[config.mk]
export PLATFORM = sky130hd
export DESIGN_NAME = mfp_top
export DESIGN_NICKNAME = d
export VERILOG_FILES = /design/src/shared/mfp_pkg.sv /design/src/hdl/mfp_top.sv
export VERILOG_INCLUDE_DIRS = /design/src /design/src/shared
export SDC_FILE = /design/constraint.sdc
export NUM_CORES = 1
export LEC_CHECK = 0
export BUFFER_PORTS_ARGS = -buffer_cell sky130_fd_sc_hd__buf_4
export CELL_PAD_IN_SITES_DETAIL_PLACEMENT = 1
export CELL_PAD_IN_SITES_GLOBAL_PLACEMENT = 1
export CORE_ASPECT_RATIO = 1.75
export CORE_UTILIZATION = 47
export DETAILED_ROUTE_END_ITERATION = 12
export PLACE_DENSITY_LB_ADDON = 0.1
export SYNTH_ARGS = -nofsm -noshare
export SYNTH_HDL_FRONTEND = slang
export SYNTH_SLANG_ARGS = --single-unit
[constraint.sdc]
create_clock -name clk -period 4.5 [get_ports clk]
set_clock_uncertainty 0.05 [all_clocks]
set_input_delay 0.45 -clock clk [delete_from_list [all_inputs] [get_ports clk]]
set_output_delay 0.45 -clock clk [all_outputs]
set_load 0.05 [all_outputs]
[src/shared/mfp_defs.svh]
// Offsets, field positions, reset values and timing figures of the fault supervisor
`ifndef MFP_DEFS_SVH
`define MFP_DEFS_SVH

`define MFP_CLK_MHZ 250

// Register byte offsets
`define MFP_CTRL_OFS 4'h0
`define MFP_CHIP_STAT_OFS 4'h4
`define MFP_STAT1_OFS 4'h8
`define MFP_PINS_OFS 4'hc

// Control register fields
`define MFP_CTRL_OC_MODE_LSB 0
`define MFP_CTRL_ST_MODE_LSB 2
`define MFP_CTRL_ST_TDET_LSB 4
`define MFP_CTRL_OC_DEG_LSB 6
`define MFP_CTRL_THERMAL_WARNING_REPORT_ENABLE_BIT 8
`define MFP_CTRL_CLR_BIT 9
`define MFP_CTRL_OC_LVL_LSB 10
`define MFP_CTRL_RESET 12'h000

// Chip status fields
`define MFP_CS_FAULT_BIT 0
`define MFP_CS_OT_BIT 3
`define MFP_CS_OC_BIT 4
`define MFP_CS_REG_FLT_BIT 6
`define MFP_CS_STALL_BIT 7

// Status 1 fields
`define MFP_S1_FET_LSB 0
`define MFP_S1_OTW_BIT 6
`define MFP_S1_OTS_BIT 7
`define MFP_S1_REG_OC_BIT 8

// Fixed settings of the pin-configured variant
`define MFP_PIN_OC_DEG_SEL 2'h1
`define MFP_PIN_OC_LVL 2'h3
`define MFP_PIN_ST_TDET_SEL 2'h2

// Times in their own units
`define MFP_OC_DEG0_NS 200
`define MFP_OC_DEG1_NS 600
`define MFP_OC_DEG2_NS 1200
`define MFP_OC_DEG3_NS 1800
`define MFP_REG_DEG_NS 1000
`define MFP_ST_TDET0_MS 300
`define MFP_ST_TDET1_MS 500
`define MFP_ST_TDET2_MS 1000
`define MFP_ST_TDET3_MS 5000
`define MFP_OC_RETRY_MS 5
`define MFP_ST_RETRY_MS 5000
`define MFP_REG_RETRY_MS 1
`define MFP_RST_MAX_US 20

// Least times round up, longest times round down
`define MFP_NS_UP(ns) (((ns) * `MFP_CLK_MHZ + 999) / 1000)
`define MFP_MS_CYC(ms) ((ms) * `MFP_CLK_MHZ * 1000)
`define MFP_US_DN(us) ((us) * `MFP_CLK_MHZ)

`endif

[src/shared/mfp_pkg.sv]
// Types of the fault supervisor
package mfp_pkg;
  typedef enum logic [1:0] {
    MFP_RESP_LATCH,
    MFP_RESP_RETRY,
    MFP_RESP_REPORT,
    MFP_RESP_OFF
  } mfp_resp_t;

  typedef enum logic [1:0] {
    MFP_RUN,
    MFP_LATCHED,
    MFP_RETRY
  } mfp_prot_state_t;
endpackage

[src/hdl/mfp_top.sv]
// Fault supervisor: overcurrent, regulator overcurrent, rotor stall, thermal
`timescale 1ns/1ns
`include "mfp_defs.svh"

module mfp_top #(
  parameter int unsigned ST_TDET0_CYC = `MFP_MS_CYC(`MFP_ST_TDET0_MS),
  parameter int unsigned ST_TDET1_CYC = `MFP_MS_CYC(`MFP_ST_TDET1_MS),
  parameter int unsigned ST_TDET2_CYC = `MFP_MS_CYC(`MFP_ST_TDET2_MS),
  parameter int unsigned ST_TDET3_CYC = `MFP_MS_CYC(`MFP_ST_TDET3_MS),
  parameter int unsigned OC_RETRY_CYC = `MFP_MS_CYC(`MFP_OC_RETRY_MS),
  parameter int unsigned ST_RETRY_CYC = `MFP_MS_CYC(`MFP_ST_RETRY_MS),
  parameter int unsigned REG_RETRY_CYC = `MFP_MS_CYC(`MFP_REG_RETRY_MS),
  parameter int unsigned RST_MAX_CYC = `MFP_US_DN(`MFP_RST_MAX_US)
) (
  input wire logic clk,
  input wire logic reset,
  input wire logic [3:0] avs_address,
  input wire logic avs_read,
  input wire logic avs_write,
  input wire logic [31:0] avs_writedata,
  input wire logic [3:0] avs_byteenable,
  output logic [31:0] avs_readdata,
  output logic avs_waitrequest,
  input wire logic pin_config,
  input wire logic [5:0] fet_overcurrent,
  input wire logic regulator_overcurrent,
  input wire logic [2:0] hall,
  input wire logic temp_over_warning,
  input wire logic temp_over_warning_hys,
  input wire logic temp_over_fet_limit,
  input wire logic temp_over_die_limit,
  input wire logic sleep_pin_active_low,
  input wire logic fault_pin_in,
  output logic fault_pin_out,
  output logic fault_pin_oe,
  output logic [1:0] overcurrent_level_select,
  output logic fets_enable,
  output logic charge_pump_enable,
  output logic regulator_enable,
  output logic regulator_fets_enable,
  output mfp_pkg::mfp_resp_t overcurrent_response_mode
);
  import mfp_pkg::*;

  // Two-stage synchronisers; sleep and fault pins reset high so no false wake edge follows
  logic [16:0] sync1_q, sync2_q;
  always_ff @(posedge clk) begin
    if (reset) begin
      sync1_q <= 17'h14000;
      sync2_q <= 17'h14000;
    end else begin
      sync1_q <= {fault_pin_in, pin_config, sleep_pin_active_low, temp_over_die_limit,
                  temp_over_fet_limit, temp_over_warning_hys, temp_over_warning, hall,
                  regulator_overcurrent, fet_overcurrent};
      sync2_q <= sync1_q;
    end
  end
  logic [5:0] oc_s;
  logic reg_s, otw_s, otw_hys_s, tsd_fet_s, tsd_die_s, sleep_n_s, pin_cfg_s, pin_s;
  logic [2:0] hall_s;
  assign oc_s = sync2_q[5:0];
  assign reg_s = sync2_q[6];
  assign hall_s = sync2_q[9:7];
  assign otw_s = sync2_q[10];
  assign otw_hys_s = sync2_q[11];
  assign tsd_fet_s = sync2_q[12];
  assign tsd_die_s = sync2_q[13];
  assign sleep_n_s = sync2_q[14];
  assign pin_cfg_s = sync2_q[15];
  assign pin_s = sync2_q[16];

  // Avalon slave: one wait cycle, answer registered
  logic ack_q, wr_acc;
  logic [11:0] ctrl_q;
  logic [31:0] rdata_q;
  logic [31:0] chip_stat, stat1;
  assign avs_waitrequest = (avs_read | avs_write) & ~ack_q;
  assign wr_acc = avs_write & ack_q;
  assign avs_readdata = rdata_q;

  always_ff @(posedge clk) begin
    if (reset) begin
      ack_q <= 1'b0;
    end else begin
      ack_q <= (avs_read | avs_write) & ~ack_q;
    end
  end

  always_ff @(posedge clk) begin
    if (reset) begin
      rdata_q <= 32'h00000000;
    end else if (avs_read & ~ack_q) begin
      case (avs_address)
        `MFP_CTRL_OFS: rdata_q <= {20'h00000, ctrl_q};
        `MFP_CHIP_STAT_OFS: rdata_q <= chip_stat;
        `MFP_STAT1_OFS: rdata_q <= stat1;
        `MFP_PINS_OFS: rdata_q <= {30'h00000000, pin_cfg_s, pin_s};
        default: rdata_q <= 32'h00000000;
      endcase
    end
  end

  // Clear bit is a strobe and never stored
  logic clr_wr;
  assign clr_wr = wr_acc && avs_address == `MFP_CTRL_OFS && avs_byteenable[1]
                  && avs_writedata[`MFP_CTRL_CLR_BIT];
  always_ff @(posedge clk) begin
    if (reset) begin
      ctrl_q <= `MFP_CTRL_RESET;
    end else if (wr_acc && avs_address == `MFP_CTRL_OFS) begin
      if (avs_byteenable[0]) begin
        ctrl_q[7:0] <= avs_writedata[7:0];
      end
      if (avs_byteenable[1]) begin
        ctrl_q[8] <= avs_writedata[8];
        ctrl_q[11:10] <= avs_writedata[11:10];
      end
    end
  end

  // Effective configuration: pin parts ignore the control fields
  mfp_resp_t oc_mode, st_mode;
  logic [1:0] oc_deg_sel, st_tdet_sel;
  logic thermal_warning_report_enable;
  always_comb begin
    oc_mode = pin_cfg_s ? MFP_RESP_LATCH : mfp_resp_t'(ctrl_q[1:0]);
    oc_deg_sel = pin_cfg_s ? `MFP_PIN_OC_DEG_SEL : ctrl_q[7:6];
    overcurrent_level_select = pin_cfg_s ? `MFP_PIN_OC_LVL : ctrl_q[11:10];
    st_mode = pin_cfg_s ? MFP_RESP_LATCH : mfp_resp_t'(ctrl_q[3:2]);
    st_tdet_sel = pin_cfg_s ? `MFP_PIN_ST_TDET_SEL : ctrl_q[5:4];
    thermal_warning_report_enable = ~pin_cfg_s & ctrl_q[`MFP_CTRL_THERMAL_WARNING_REPORT_ENABLE_BIT];
  end
  assign overcurrent_response_mode = oc_mode;

  function automatic logic [11:0] deg_cyc(input logic [1:0] sel);
    case (sel)
      2'h0: deg_cyc = 12'(`MFP_NS_UP(`MFP_OC_DEG0_NS));
      2'h1: deg_cyc = 12'(`MFP_NS_UP(`MFP_OC_DEG1_NS));
      2'h2: deg_cyc = 12'(`MFP_NS_UP(`MFP_OC_DEG2_NS));
      default: deg_cyc = 12'(`MFP_NS_UP(`MFP_OC_DEG3_NS));
    endcase
  endfunction

  function automatic logic [31:0] tdet_cyc(input logic [1:0] sel);
    case (sel)
      2'h0: tdet_cyc = ST_TDET0_CYC;
      2'h1: tdet_cyc = ST_TDET1_CYC;
      2'h2: tdet_cyc = ST_TDET2_CYC;
      default: tdet_cyc = ST_TDET3_CYC;
    endcase
  endfunction

  // Sleep pin: short low pulse clears faults, long low is sleep
  logic sleep_prev_q, sleeping_q, rst_pulse, clr;
  logic [31:0] low_cnt_q;
  always_ff @(posedge clk) begin
    if (reset) begin
      sleep_prev_q <= 1'b1;
      low_cnt_q <= 32'h00000000;
      sleeping_q <= 1'b0;
    end else begin
      sleep_prev_q <= sleep_n_s;
      if (sleep_n_s) begin
        low_cnt_q <= 32'h00000000;
        sleeping_q <= 1'b0;
      end else if (low_cnt_q <= RST_MAX_CYC) begin
        low_cnt_q <= low_cnt_q + 32'h00000001;
      end else begin
        sleeping_q <= 1'b1;
      end
    end
  end
  assign rst_pulse = sleep_n_s & ~sleep_prev_q & (low_cnt_q <= RST_MAX_CYC);
  // Sleep also wipes the flags, as a wake-up starts from defaults
  assign clr = clr_wr | rst_pulse | sleeping_q;

  // Phase overcurrent deglitch per FET
  logic [11:0] oc_cnt_q [6];
  logic [5:0] oc_trip;
  always_ff @(posedge clk) begin
    for (int i = 0; i < 6; i++) begin
      if (reset || !oc_s[i]) begin
        oc_cnt_q[i] <= 12'h000;
      end else if (oc_cnt_q[i] < deg_cyc(oc_deg_sel)) begin
        oc_cnt_q[i] <= oc_cnt_q[i] + 12'h001;
      end
    end
  end
  always_comb begin
    for (int i = 0; i < 6; i++) begin
      oc_trip[i] = oc_s[i] && oc_cnt_q[i] >= deg_cyc(oc_deg_sel);
    end
  end

  // Phase overcurrent response
  mfp_prot_state_t oc_state_q;
  logic [31:0] oc_tmr_q;
  logic oc_clr_seen_q, oc_flag_q, oc_report_q;
  logic [5:0] fet_flag_q;
  always_ff @(posedge clk) begin
    if (reset) begin
      oc_state_q <= MFP_RUN;
      oc_tmr_q <= 32'h00000000;
      oc_clr_seen_q <= 1'b0;
    end else begin
      case (oc_state_q)
        MFP_RUN: begin
          oc_clr_seen_q <= 1'b0;
          oc_tmr_q <= 32'h00000000;
          if (|oc_trip && oc_mode == MFP_RESP_LATCH) begin
            oc_state_q <= MFP_LATCHED;
          end else if (|oc_trip && oc_mode == MFP_RESP_RETRY) begin
            oc_state_q <= MFP_RETRY;
          end
        end
        MFP_LATCHED: begin
          if ((oc_clr_seen_q || clr) && !(|oc_s)) begin
            oc_state_q <= MFP_RUN;
          end else if (clr) begin
            oc_clr_seen_q <= 1'b1;
          end
        end
        MFP_RETRY: begin
          if (oc_tmr_q >= OC_RETRY_CYC - 1) begin
            oc_state_q <= MFP_RUN;
          end else begin
            oc_tmr_q <= oc_tmr_q + 32'h00000001;
          end
        end
        default: oc_state_q <= MFP_RUN;
      endcase
    end
  end

  // Overcurrent flags: set wins over clear
  always_ff @(posedge clk) begin
    if (reset) begin
      oc_flag_q <= 1'b0;
      fet_flag_q <= 6'h00;
      oc_report_q <= 1'b0;
    end else begin
      if (oc_mode != MFP_RESP_OFF) begin
        oc_flag_q <= |oc_trip | (oc_flag_q & ~clr);
        fet_flag_q <= oc_trip | (fet_flag_q & ~{6{clr}});
      end else begin
        oc_flag_q <= oc_flag_q & ~clr;
        fet_flag_q <= fet_flag_q & ~{6{clr}};
      end
      oc_report_q <= (|oc_trip && oc_mode == MFP_RESP_REPORT) | (oc_report_q & ~clr);
    end
  end

  // Regulator overcurrent: deglitch, then fixed retry
  logic [11:0] reg_cnt_q;
  logic [31:0] reg_tmr_q;
  logic reg_trip, reg_retry_q, reg_fault_q, reg_oc_q;
  assign reg_trip = reg_s && reg_cnt_q >= 12'(`MFP_NS_UP(`MFP_REG_DEG_NS));
  always_ff @(posedge clk) begin
    if (reset || !reg_s) begin
      reg_cnt_q <= 12'h000;
    end else if (!reg_trip) begin
      reg_cnt_q <= reg_cnt_q + 12'h001;
    end
  end
  always_ff @(posedge clk) begin
    if (reset) begin
      reg_retry_q <= 1'b0;
      reg_tmr_q <= 32'h00000000;
      reg_fault_q <= 1'b0;
      reg_oc_q <= 1'b0;
    end else if (!reg_retry_q) begin
      reg_tmr_q <= 32'h00000000;
      if (reg_trip) begin
        reg_retry_q <= 1'b1;
        reg_fault_q <= 1'b1;
        reg_oc_q <= 1'b1;
      end
    end else if (reg_tmr_q >= REG_RETRY_CYC - 1) begin
      reg_retry_q <= 1'b0;
      reg_fault_q <= 1'b0;
      reg_oc_q <= 1'b0;
    end else begin
      reg_tmr_q <= reg_tmr_q + 32'h00000001;
    end
  end

  // Rotor stall: one counter times detection in run and the retry wait
  logic [2:0] hall_prev_q;
  logic hall_edge, st_trip, st_flag_q;
  mfp_prot_state_t st_state_q;
  logic [31:0] st_cnt_q;
  assign hall_edge = hall_s != hall_prev_q;
  assign st_trip = st_state_q == MFP_RUN && st_mode != MFP_RESP_OFF
                   && st_cnt_q >= tdet_cyc(st_tdet_sel);
  always_ff @(posedge clk) begin
    if (reset) begin
      hall_prev_q <= 3'h0;
      st_state_q <= MFP_RUN;
      st_cnt_q <= 32'h00000000;
    end else begin
      hall_prev_q <= hall_s;
      case (st_state_q)
        MFP_RUN: begin
          if (hall_edge || st_mode == MFP_RESP_OFF) begin
            st_cnt_q <= 32'h00000000;
          end else if (!st_trip) begin
            st_cnt_q <= st_cnt_q + 32'h00000001;
          end else if (st_mode == MFP_RESP_LATCH) begin
            st_state_q <= MFP_LATCHED;
          end else if (st_mode == MFP_RESP_RETRY) begin
            st_state_q <= MFP_RETRY;
            st_cnt_q <= 32'h00000000;
          end
        end
        MFP_LATCHED: begin
          st_cnt_q <= 32'h00000000;
          if (clr) begin
            st_state_q <= MFP_RUN;
          end
        end
        MFP_RETRY: begin
          if (st_cnt_q >= ST_RETRY_CYC - 1) begin
            st_state_q <= MFP_RUN;
            st_cnt_q <= 32'h00000000;
          end else begin
            st_cnt_q <= st_cnt_q + 32'h00000001;
          end
        end
        default: st_state_q <= MFP_RUN;
      endcase
    end
  end
  // Report mode keeps driving; flag alone holds the pin low until clear
  always_ff @(posedge clk) begin
    if (reset) begin
      st_flag_q <= 1'b0;
    end else if (st_trip) begin
      st_flag_q <= 1'b1;
    end else if (st_state_q == MFP_RETRY && st_cnt_q >= ST_RETRY_CYC - 1) begin
      st_flag_q <= 1'b0;
    end else if (clr && st_state_q != MFP_RETRY) begin
      st_flag_q <= 1'b0;
    end
  end

  // Thermal warning and shutdown flags
  logic otw_flag_q, ot_flag_q, ots_flag_q, otw_pin_q, tsd_any;
  assign tsd_any = tsd_fet_s | tsd_die_s;
  always_ff @(posedge clk) begin
    if (reset) begin
      otw_flag_q <= 1'b0;
      ot_flag_q <= 1'b0;
      ots_flag_q <= 1'b0;
      otw_pin_q <= 1'b0;
    end else begin
      otw_flag_q <= otw_s | (otw_flag_q & ~clr);
      ot_flag_q <= otw_s | tsd_any | (ot_flag_q & ~clr);
      ots_flag_q <= tsd_any | (ots_flag_q & ~clr);
      if (otw_s && thermal_warning_report_enable) begin
        otw_pin_q <= 1'b1;
      end else if (!otw_hys_s || !thermal_warning_report_enable) begin
        otw_pin_q <= 1'b0;
      end
    end
  end

  // Status views; global fault summarises every reported flag
  logic global_fault;
  assign global_fault = oc_flag_q | oc_report_q | reg_fault_q | st_flag_q | ots_flag_q
                        | (otw_flag_q & thermal_warning_report_enable);
  always_comb begin
    chip_stat = 32'h00000000;
    chip_stat[`MFP_CS_FAULT_BIT] = global_fault;
    chip_stat[`MFP_CS_OT_BIT] = ot_flag_q;
    chip_stat[`MFP_CS_OC_BIT] = oc_flag_q;
    chip_stat[`MFP_CS_REG_FLT_BIT] = reg_fault_q;
    chip_stat[`MFP_CS_STALL_BIT] = st_flag_q;
    stat1 = 32'h00000000;
    stat1[`MFP_S1_FET_LSB +: 6] = fet_flag_q;
    stat1[`MFP_S1_OTW_BIT] = otw_flag_q;
    stat1[`MFP_S1_OTS_BIT] = ots_flag_q;
    stat1[`MFP_S1_REG_OC_BIT] = reg_oc_q;
  end

  // Power stage enables and fault pin, registered to keep them glitch free
  logic fets_en_q, cp_en_q, reg_en_q, reg_fets_en_q, fault_drive_q;
  always_ff @(posedge clk) begin
    if (reset) begin
      fets_en_q <= 1'b0;
      cp_en_q <= 1'b0;
      reg_en_q <= 1'b0;
      reg_fets_en_q <= 1'b0;
      fault_drive_q <= 1'b0;
    end else begin
      fets_en_q <= oc_state_q == MFP_RUN && st_state_q == MFP_RUN && !tsd_any
                   && !sleeping_q;
      cp_en_q <= !tsd_any && !sleeping_q;
      reg_en_q <= !tsd_die_s && !sleeping_q;
      reg_fets_en_q <= !reg_retry_q && !tsd_die_s && !sleeping_q;
      fault_drive_q <= oc_state_q != MFP_RUN || oc_report_q || reg_retry_q
                       || st_state_q != MFP_RUN || st_flag_q || otw_pin_q
                       || tsd_any;
    end
  end
  assign fets_enable = fets_en_q;
  assign charge_pump_enable = cp_en_q;
  assign regulator_enable = reg_en_q;
  assign regulator_fets_enable = reg_fets_en_q;
  assign fault_pin_out = 1'b0;
  assign fault_pin_oe = fault_drive_q;
endmodule

==> results of run 1 <==
-- cell type report --
cell class / count / area, sq um / share of cell area [%]
clock inverters: 11 / 128 / 0.780
multi-input cells: 1153 / 7420 / 45.3
well taps: 391 / 489 / 2.99
repair buffers: 76 / 573 / 3.50
clock buffers: 40 / 828 / 5.06
flip-flops and latches: 299 / 6710 / 41.0
inverters: 59 / 221 / 1.35
-- layer usage --
metal  global-route usage, %  vias to the layer above
met1                    25.2                     5558
li1                        -                     5561
met3                    2.57                       61
met2                    46.1                      125
met4                    7.08                        0
met5                       0                        -
-- worst paths after layout --
kind / endpoint / slack (ns) / from
min reg2reg: sync2_q[14] / 0.36 / sync1_q[14]
max reg2reg: oc_state_q[1] / 0.79 / sync2_q[15]
max: oc_state_q[1] / 0.79 / sync2_q[15]
min: sync1_q[14] / 0.03 / sleep_pin_active_low
-- stage by stage --
stage          cells  total power, mW  worst slack [ns]  util [%]
6_report        2029             5.69             0.787      53.4
5_1_grt         2029             5.89             0.426      53.4
4_1_cts         2029             5.76             0.739      53.4
3_5_place_dp    1977             3.26             0.787      50.3
3_3_place_gp    1977             3.25             0.899      50.3
2_1_floorplan   1581             3.15              1.09         -
-- power by group through the flow --
stage | Sequential [mW] | Clock [mW] | Combinational (mW)
finish | 2.84 | 2.49 | 0.360
global route | 2.85 | 2.65 | 0.394
CTS | 2.84 | 2.56 | 0.363
detailed placement | 2.90 | 0 | 0.359
global placement | 2.90 | 0 | 0.351
floorplan | 2.90 | 0 | 0.248
-- synth_stat cells (7+ instances only) --
master,count,area (sq um)
o31ai_1,14,105
mux2i_1,15,150
o311ai_2,10,163
clkbuf_1,38,143
buf_2,7,35.0
buf_4,22,165
nand3_1,80,400
a22oi_1,13,97.6
o21a_1,7,52.6
and2_1,55,344
nor3_1,18,90.1
nor2_1,212,796
nor2b_1,51,319
o21ai_0,31,155
edfxtp_1,72,2160
xnor2_1,38,333
nor4_1,25,156
a31oi_1,13,81.3
or3_1,14,87.6
dfxtp_1,227,4540
nand4_1,40,250
a21oi_1,51,255
nand3b_1,13,97.6
or4_1,14,105
and3_1,21,131
xor2_1,48,420
nand2_1,110,413
nand2b_1,13,81.3
inv_1,59,221
o311ai_1,10,87.6
or2_2,18,113
ha_1,92,1150
nand4b_1,9,78.8
-- worst reg2reg max path, delay by kind of cell, from the launching register on --
| family | cells | cell delay (ns) |
|---|---|---|
| DFF | 1 | 0.40 |
| and+or+nand+nor | 4 | 1.25 |
| AOI/OAI and AO/OA | 4 | 1.06 |
| buffers and inverters | 2 | 0.53 |
| adders and majority gates | 1 | 0.29 |
-- logic make-up after synthesis --
| group | count (synthesis) | share of synthesized area [%] |
|---|---|---|
| muxes | 19 | 1.42 |
| other | 1 | 0.0257 |
| and+or+nand+nor | 712 | 24.8 |
| DFF | 299 | 46.0 |
| buffers and inverters | 129 | 4.00 |
| xor gates and xnor gates | 86 | 5.17 |
| AOI/OAI and AO/OA | 210 | 10.7 |
| adders and majority gates | 92 | 7.90 |
-- sequential cells by signal (all words and copies together), names as in the netlist, 2 cells and up --
register	flops
avs_readdata	11
ctrl_q	11
fet_flag_q	6
hall_prev_q	3
low_cnt_q	32
oc_cnt_q	72
oc_state_q	2
oc_tmr_q	32
reg_cnt_q	12
reg_tmr_q	32
st_cnt_q	32
st_state_q	2
sync1_q	17
sync2_q	17
==> flow_summary.toml, run 1 <==
[die]
ios = 104
num_rows = 85
core-area_sq_um = 30600
die_h_um = 235
initial_utilization_pct = 47.6
design.die.area_sq_um = 31700
die_x_um = 135

[timing]
worstMarginPinSlew_ns = 0.943
tns_ns = 0
hold-worst-slack_ns = 0.0285
fin_crit_sh_pct = 82.5
setup_viol = 0
fmax_ghz = 0.269
maxSlewHeadroom_pct = 36.9
hold_viol = 0
slew_violations = 0
rsz0062_at_grt = "no"
fin_crit_ns = 3.71

[synth]
ys_ff_latch = 299
synthArstFlopShare_pct = 0
avgSynthCellArea_sq_um = 9.42
synth_ff_type = "dfxtp_1"
yosysSeqAreaShare_pct = 46.0
synth_warnings = 0
yosysUniqueCellTypes = 78
synth_edf_count = 72
syn_inst = 1548
syn-cell-area_sq_um = 14600

[pwr]
p_leak_nw = 6.35
ir_drop_mv = 0.321
p_sw_share_pct = 23.3
powerDensity_nw_per_um2 = 348
clock_power_share_pct = 43.7
seq_power_share_pct = 50.0
power.internal_mw = 4.36
pwr-share-comb_pct = 6.3
power_switching_mw = 1.33

[global_routing]
grt-ovfl-total = 0
antenna_found_initial = 0
grt_max_degree = 51
grt_usage_pct = 23.4
first_global_vias = 12100
grt_pass1_wl_um = 60200

[clock_tree]
cts_htree_levels = 1
cts_tree = "built"
cts_sinks = 299
postCtsResizedCells = 0
clock_latency_ns = 0.56
cts_setup_buffers = 0
cts_root_buffer = "clkbuf_16"
hold_buffers = 1
clkTransAtPathRegs_ns = 0.07
clk_path_buf_depth = 3
cts_buffers = 28

[finish]
final_cell_mix = "dfxtp_1, nor2_1, nand2_1"
layout.nets = 1770
final_cell_area_sq_um = 16400
layout-drive-gt1-share_pct = 10.0
area_growth_syn_to_layout_pct = 12.3
fillers = 3489
diodes = 0
mostFrequentLayoutCell = "dfxtp_1"

[critical_path]
end_kind = "flop"
arrival_ns = 4.07
cp_max_fo = 8
cp_slowest_cell = "nor2b_1"
crit_required_ns = 4.85
cp_cell_sequence = "nor2b_1 > inv_1 > ha_1 > or4_1 > a2111oi_0 > a21oi_1 > o21ai_0 > nand4_1 > nor3_1 > buf_4 > o21ai_0"
critPathKind = "reg2reg"
cp_num_cells = 11
r2r_cells = 11
max_stage_delay_ns = 0.45
path_delay_family = "simple AND/OR/NAND/NOR gates"
worstSetupStartpointType = "flop"
critPathBufInv = 2
crit_top_cell = "o21ai_0"

[worst_hold_path]
hp-class = "in2reg"
min_path_cells = 2

[routing]
drt-met1-wl_um = 14300
dr.pass1.iters = 4
wire_per_inst_um = 17.8
vias = 11300
wl_met3_um = 836
drtIter0Drc = 282
drc_errors = 0
vias_per_cell = 5.57
postRouteAntennaNets = 0
wl_um = 36100
top_layer = "met4"
route.met2.wl_um = 20000

[place]
hpwl_um = 26600
dpl-instance-area_sq_um = 15400
io_buffers = 59
gp_congestion = 0.856

[run]
max_cap_violations = 0

[status]
status = "completed"
No activity file was read; power rests on OpenSTA's default activity.
==> run 2, diff against run 1 <==
--- a/config.mk
+++ b/config.mk
@@ -10,7 +10,7 @@
 export CELL_PAD_IN_SITES_DETAIL_PLACEMENT = 1
 export CELL_PAD_IN_SITES_GLOBAL_PLACEMENT = 1
 export CORE_ASPECT_RATIO = 1.75
-export CORE_UTILIZATION = 47
+export CORE_UTILIZATION = 43
 export DETAILED_ROUTE_END_ITERATION = 12
 export PLACE_DENSITY_LB_ADDON = 0.1
 export SYNTH_ARGS = -nofsm -noshare
==> constraint.sdc (replaced) <==
create_clock -name clk -period 3.3 [get_ports clk]
set_clock_uncertainty 0.05 [all_clocks]
set_input_delay 0.33 -clock clk [delete_from_list [all_inputs] [get_ports clk]]
set_output_delay 0.33 -clock clk [all_outputs]
set_load 0.05 [all_outputs]
==> run 2 against run 1 <==
The flow now finishes with violations (negative setup slack). Count of clock-buffer cells in the layout did not move. Via count rose by 4.2%. Core utilization rose by 1.2 points. Sequential cell count did not move. Combinational power rose by 78%. Critical path depth rose by 2. Non-clock buffer count rose by 97. Largest power group unchanged. Final cell count rose by 7.8%. Clock power rose by 49%. Highest routed layer unchanged. Die area rose by 9.2%.
==> flow_summary.toml, run 2 (synthesis gave the netlist of run 1 again) <==
[place]
io_buffers = 59
gp_congestion = 0.839
place_ws_ns = -0.169
hpwl_um = 28000

[pwr]
powerDensity_nw_per_um2 = 454
pwr-share-comb_pct = 7.8
clock_power_share_pct = 45.1
p_sw_share_pct = 23.5
seq_power_share_pct = 47.1
p_leak_nw = 7.03
ir_drop_mv = 0.465
power_switching_mw = 1.93
power.internal_mw = 6.28

[routing]
vias_per_cell = 5.39
drc_errors = 0
wire_per_inst_um = 18.0
vias = 11800
dr.pass1.iters = 4
postRouteAntennaNets = 0
wl_um = 39300
drtIter0Drc = 331

[timing]
fin_crit_sh_pct = 101
rsz0062_at_grt = "yes"
fin_crit_ns = 3.35
hold_viol = 0
setup_ws_ns = -0.0477
setup_viol = 19
hold-worst-slack_ns = 0.0816
worstMarginPinSlew_ns = 0.773
slew_violations = 0
fmax_ghz = 0.299
maxSlewHeadroom_pct = 48.4

[critical_path]
max_stage_delay_ns = 0.45
arrival_ns = 3.79
worstSetupStartpointType = "flop"
critPathBufInv = 2
cp_slowest_cell = "o41ai_4"
crit_required_ns = 3.74
end_kind = "flop"
cp_cell_sequence = "nor2b_4 > nand2_1 > ha_1 > or2_2 > nor3_2 > nand4_1 > o21ai_2 > a21boi_4 > o41ai_4 > buf_6 > buf_6 > nand3_1 > o311ai_4"
crit_top_cell = "buf_6"
cp_num_cells = 13
cp_max_fo = 7
r2r_cells = 13
critPathLaunch = "sync2_q[15]"
critPathKind = "reg2reg"
r2r_start = "sync2_q[15]"
path_delay_family = "simple AND/OR/NAND/NOR gates"

[die]
die_h_um = 246
initial_utilization_pct = 44.0
ios = 104
num_rows = 88
design.die.area_sq_um = 34700
core-area_sq_um = 33100
die_x_um = 141

[clock_tree]
cts_buffers = 29
cts_htree_levels = 1
clock_latency_ns = 0.58
clkTransAtPathRegs_ns = 0.07
clk_path_buf_depth = 3
cts_sinks = 299
cts_root_buffer = "clkbuf_16"
cts_tree = "built"

[finish]
area_growth_syn_to_layout_pct = 24.1
mostFrequentLayoutCell = "dfxtp_1"
top_register = "oc_cnt_q"
layout-drive-gt1-share_pct = 17.3
largest_reg_flops = 72
layout.nets = 1868
final_cell_mix = "dfxtp_1, nor2_1, buf_4"
diodes = 0

[global_routing]
grt_pass1_wl_um = 61800
grt_max_degree = 53
grt-ovfl-total = 0
grt_usage_pct = 22.2
antenna_found_initial = 0
first_global_vias = 12400

[status]
violations = "negative setup slack"
status = "finished, violations left"

[worst_hold_path]
min_from = "avs_address[1]"
min_path_cells = 4
hp-class = "in2reg"

[run]
max_cap_violations = 0
-- run 2: cell types whose count changed in the layout (fill, tap and decap cells not counted), sizes merged --
| cell | before | now |
|---|---|---|
| dlygate4sd3 | 1 | 30 |
| bufinv | 3 | 4 |
| clkbuf | 40 | 43 |
| buf | 75 | 140 |
| inv | 59 | 61 |
| clkinv | 8 | 7 |
-- run 2: area by class of cell --
type,count,area [sq um]
inverter,59,226
clock buffer,40,891
tap,450,563
sequential,299,6710
timing repair buffer,173,1550
clock inverter,13,190
fill,3663,15000
multi-input combinational,1153,7960
-- run 2: tightest hold or removal path, stage by stage --
cell and delay [ns]:
buf_4 0.09, nor4_1 0.09, nand3_1 0.09, a21oi_1 0.06
-- run 2: metrics by stage --
stage / std cells / instance area (sq um) / setup TNS, ns / power (mW) / utilization, %
after floorplan: 1581 / 14700 / 0 / 4.29 / -
final: 2187 / 18100 / -0.440 / 8.21 / 54.6
after global placement: 2092 / 16000 / -0.196 / 4.48 / 48.3
after global routing: 2187 / 18100 / -4.07 / 8.52 / 54.6
after CTS: 2178 / 17500 / -0.0146 / 8.27 / 52.8
after detailed placement: 2092 / 16000 / -1.77 / 4.50 / 48.3
-- run 2: final timing paths --
check                     end  slack [ns]
max               st_cnt_q[3]       -0.05
min          avs_readdata[10]        0.08
max reg2reg       st_cnt_q[3]       -0.05
min reg2reg       sync2_q[14]        0.36
-- run 2: what timing repair did --
| action | 4_1_cts | 5_1_grt |
|---|---|---|
| gates resized for setup | 17 | 84 |
| pin swaps | 3 | 33 |
| cloned | 0 | 4 |
| endpoints found under the setup margin | 30 | 56 |
| setup buffers | 3 | 6 |
| endpoints found under the hold margin | 29 | 0 |
| hold buffers | 30 | 0 |
-- run 2: power groups by stage --
stage / logic, mW / clock network [mW] / registers [mW]
floorplan: 0.339 / 0 / 3.95
global placement: 0.534 / 0 / 3.95
detailed placement: 0.545 / 0 / 3.95
CTS: 0.583 / 3.82 / 3.87
global route: 0.695 / 3.95 / 3.88
finish: 0.640 / 3.70 / 3.87
-- run 2: layer usage --
metal	vias up	GRT usage (%)	wire length (um)
li1	5765	-	-
met1	5805	22.8	14700
met2	136	44.6	22200
met3	72	2.92	989
met4	0	7.96	1450
met5	-	0	0
==> run 3, diff against run 2 <==
--- a/config.mk
+++ b/config.mk
@@ -6,11 +6,13 @@
 export SDC_FILE = /design/constraint.sdc
 export NUM_CORES = 1
 export LEC_CHECK = 0
+export ABC_AREA = 1
 export BUFFER_PORTS_ARGS = -buffer_cell sky130_fd_sc_hd__buf_4
 export CELL_PAD_IN_SITES_DETAIL_PLACEMENT = 1
 export CELL_PAD_IN_SITES_GLOBAL_PLACEMENT = 1
 export CORE_ASPECT_RATIO = 1.75
-export CORE_UTILIZATION = 43
+export CORE_UTILIZATION = 42
+export CTS_BUF_LIST = sky130_fd_sc_hd__clkbuf_8
 export DETAILED_ROUTE_END_ITERATION = 12
 export PLACE_DENSITY_LB_ADDON = 0.1
 export SYNTH_ARGS = -nofsm -noshare
==> run 3 against run 2 <==
Maximum frequency rose by 7.8%. Largest cell class unchanged. The flow now finishes without violations. Count of clock-buffer cells in the layout rose by 19. Register-to-register slack improved by 0.24 ns. Die area is 9.8% higher. Core utilization fell by 5.5 points. Sequential power is essentially flat. Combinational power is 24% higher.
==> flow_summary.toml, run 3 <==
[timing]
hold_viol = 0
fin_crit_sh_pct = 94.1
fin_crit_ns = 3.11
slew_violations = 0
maxSlewHeadroom_pct = 32.0
tns_ns = 0
worstMarginPinSlew_ns = 1.02
setup_viol = 0
rsz0062_at_grt = "no"
fmax_ghz = 0.322

[critical_path]
cp_num_cells = 15
cp_slowest_cell = "nor4_1"
crit_path_end = "st_cnt_q[24]"
arrival_ns = 3.50
max_stage_delay_ns = 0.46
path_delay_family = "simple AND/OR/NAND/NOR gates"
reg2reg_to = "st_cnt_q[24]"
critPathBufInv = 4
critPathKind = "reg2reg"
r2r_start = "sync2_q[15]"
regToRegSetupSlack_ns = 0.19
cp_cell_sequence = "buf_4 > nor2_1 > ha_1 > ha_1 > inv_1 > nor4_1 > buf_4 > nand3b_1 > nand3_2 > nand2_2 > a21oi_4 > buf_12 > nor2_1 > nor2_1 > nor2_1"
crit_top_cell = "nor2_1"
cp_max_fo = 25
r2r_cells = 15
worstSetupStartpointType = "flop"
critPathLaunch = "sync2_q[15]"
crit_required_ns = 3.69
end_kind = "flop"

[routing]
drtIter0Drc = 466
wire_per_inst_um = 15.9
vias_per_cell = 5.09
dr.pass1.iters = 4
wl_um = 43300
postRouteAntennaNets = 0
drc_errors = 0
vias = 13800

[global_routing]
antenna_found_initial = 1
grt-ovfl-total = 0
grt_pass1_wl_um = 71200
first_global_vias = 14600
grt_usage_pct = 23.3
grt_max_degree = 89

[synth]
syn-cell-area_sq_um = 15600
post-synth-top-count-cell = "nor2_1"
syn_inst = 2058
synth_warnings = 0
yosysUniqueCellTypes = 52
synth_area_leaders = "dfxtp_1, edfxtp_1, nor2_1, nand2_1, ha_1"
synth_ff_type = "dfxtp_1"
yosys.area.top_type = "dfxtp_1"
synth_top_cell_area_share_pct = 29.0
avgSynthCellArea_sq_um = 7.60
synth_edf_count = 72
synthArstFlopShare_pct = 0
netlist_top_cells_count = "nor2_1, nand2_1, inv_1"
ys_ff_latch = 299
yosysSeqAreaShare_pct = 42.9

[finish]
layout-drive-gt1-share_pct = 9.29
layout.nets = 2356
largest_reg_flops = 72
fin_cells = 2715
fin_util_pct = 49.1
mostFrequentLayoutCell = "nor2_1"
top_register = "oc_cnt_q"
final_cell_mix = "nor2_1, nand2_1, inv_1"
area_growth_syn_to_layout_pct = 15.4

[die]
core-area_sq_um = 36800
num_rows = 93
die_h_um = 257
die_x_um = 148
initial_utilization_pct = 42.6
ios = 104
design.die.area_sq_um = 38100

[clock_tree]
cts_sinks = 299
cts_tree = "built"
clock_latency_ns = 0.61
clk_path_buf_depth = 3
cts_htree_levels = 2
cts_buffers = 46
clkTransAtPathRegs_ns = 0.07
cts_root_buffer = "clkbuf_8"

[pwr]
power_switching_mw = 2.17
powerDensity_nw_per_um2 = 440
seq_power_share_pct = 49.1
power.internal_mw = 5.78
p_sw_share_pct = 27.3
p_leak_nw = 7.18
ir_drop_mv = 0.329
clock_power_share_pct = 40.9
pwr-share-comb_pct = 10.0

[place]
io_buffers = 59
dp_cells = 2596
hpwl_um = 32700
gp_congestion = 0.878

[worst_hold_path]
hp-class = "in2reg"

[run]
max_cap_violations = 0

[status]
status = "completed"
## run 3: what timing repair did
action,4_1_cts,5_1_grt
gates resized for setup,0,8
hold endpoints to repair,40,0
hold buffers,34,0
buffers inserted,0,0
endpoints found under the setup margin,0,30
## run 3: how the worst min path moves through the flow
stage | start | end | slack (ns) | depth (start not counted)
after detailed placement | sync1_q[9] | sync2_q[9] | 0.35 | 2
after global placement | sync1_q[3] | sync2_q[3] | 0.34 | 2
final | avs_byteenable[1] | ctrl_q[8] | 0.14 | 5
after global routing | avs_byteenable[1] | ctrl_q[8] | 0.14 | 5
after floorplan | sync1_q[0] | sync2_q[0] | 0.34 | 2
after CTS | avs_byteenable[1] | ctrl_q[8] | 0.09 | 5
## run 3: worst register-to-register path: stages, from the launching register on
cell and delay (ns):
dfxtp_1 0.38, buf_4 0.22, nor2_1 0.10, ha_1 0.25, ha_1 0.30, inv_1 0.05, nor4_1 0.46, buf_4 0.20
nand3b_1 0.09, nand3_2 0.14, nand2_2 0.12, a21oi_4 0.17, buf_12 0.19, nor2_1 0.07, nor2_1 0.10, nor2_1 0.04
## run 3: power groups by stage
stage                     sequential (mW)  combinational [mW]  clock [mW]
after floorplan                      4.00               0.489           0
after global placement               3.98               0.749           0
after detailed placement             3.98               0.764           0
after CTS                            3.90               0.800        3.38
after global routing                 3.91               0.870        3.52
final                                3.90               0.791        3.25
## run 3: cells by family (layout without fill, tap and decap cells)
| group | after synthesis | after routing | share of synthesized area, % |
|---|---|---|---|
| buffers and inverters | 358 | 506 | 9.44 |
| xor gates and xnor gates | 61 | 61 | 3.41 |
| and+or+nand+nor | 1002 | 1002 | 28.5 |
| AOI/OAI and AO/OA | 245 | 245 | 8.41 |
| DFF | 299 | 299 | 42.9 |
| other | 1 | 35 | 0.0240 |
| adders and majority gates | 92 | 92 | 7.36 |
## run 3: final cells by class
| cell class | instances | area, sq um |
|---|---|---|
| inverter | 298 | 1120 |
| clock buffer | 59 | 812 |
| sequential | 299 | 6710 |
| timing repair buffer | 124 | 1070 |
| antenna | 1 | 2.50 |
| fill | 4682 | 18700 |
| clock inverter | 25 | 153 |
| multi-input combinational | 1434 | 7600 |
| tap | 475 | 594 |
## run 3: stage by stage
step	total power, mW	instance area (sq um)	hold WS (ns)	worst slack (ns)
finish	7.94	18100	0.138	0.194
global route	8.29	18100	0.136	0.00613
CTS	8.08	18000	0.0897	0.121
detailed placement	4.74	16700	0.347	0.145
global placement	4.73	16700	0.340	0.255
floorplan	4.49	15800	0.338	0.447
## run 3: metal layers
| metal | GRT usage [%] | wire [um] | up-vias |
|---|---|---|---|
| li1 | - | - | 6948 |
| met1 | 24.3 | 17000 | 6597 |
| met2 | 45.3 | 23400 | 173 |
| met3 | 3.16 | 1220 | 97 |
| met4 | 9.99 | 1620 | 0 |
| met5 | 0 | 0 | - |
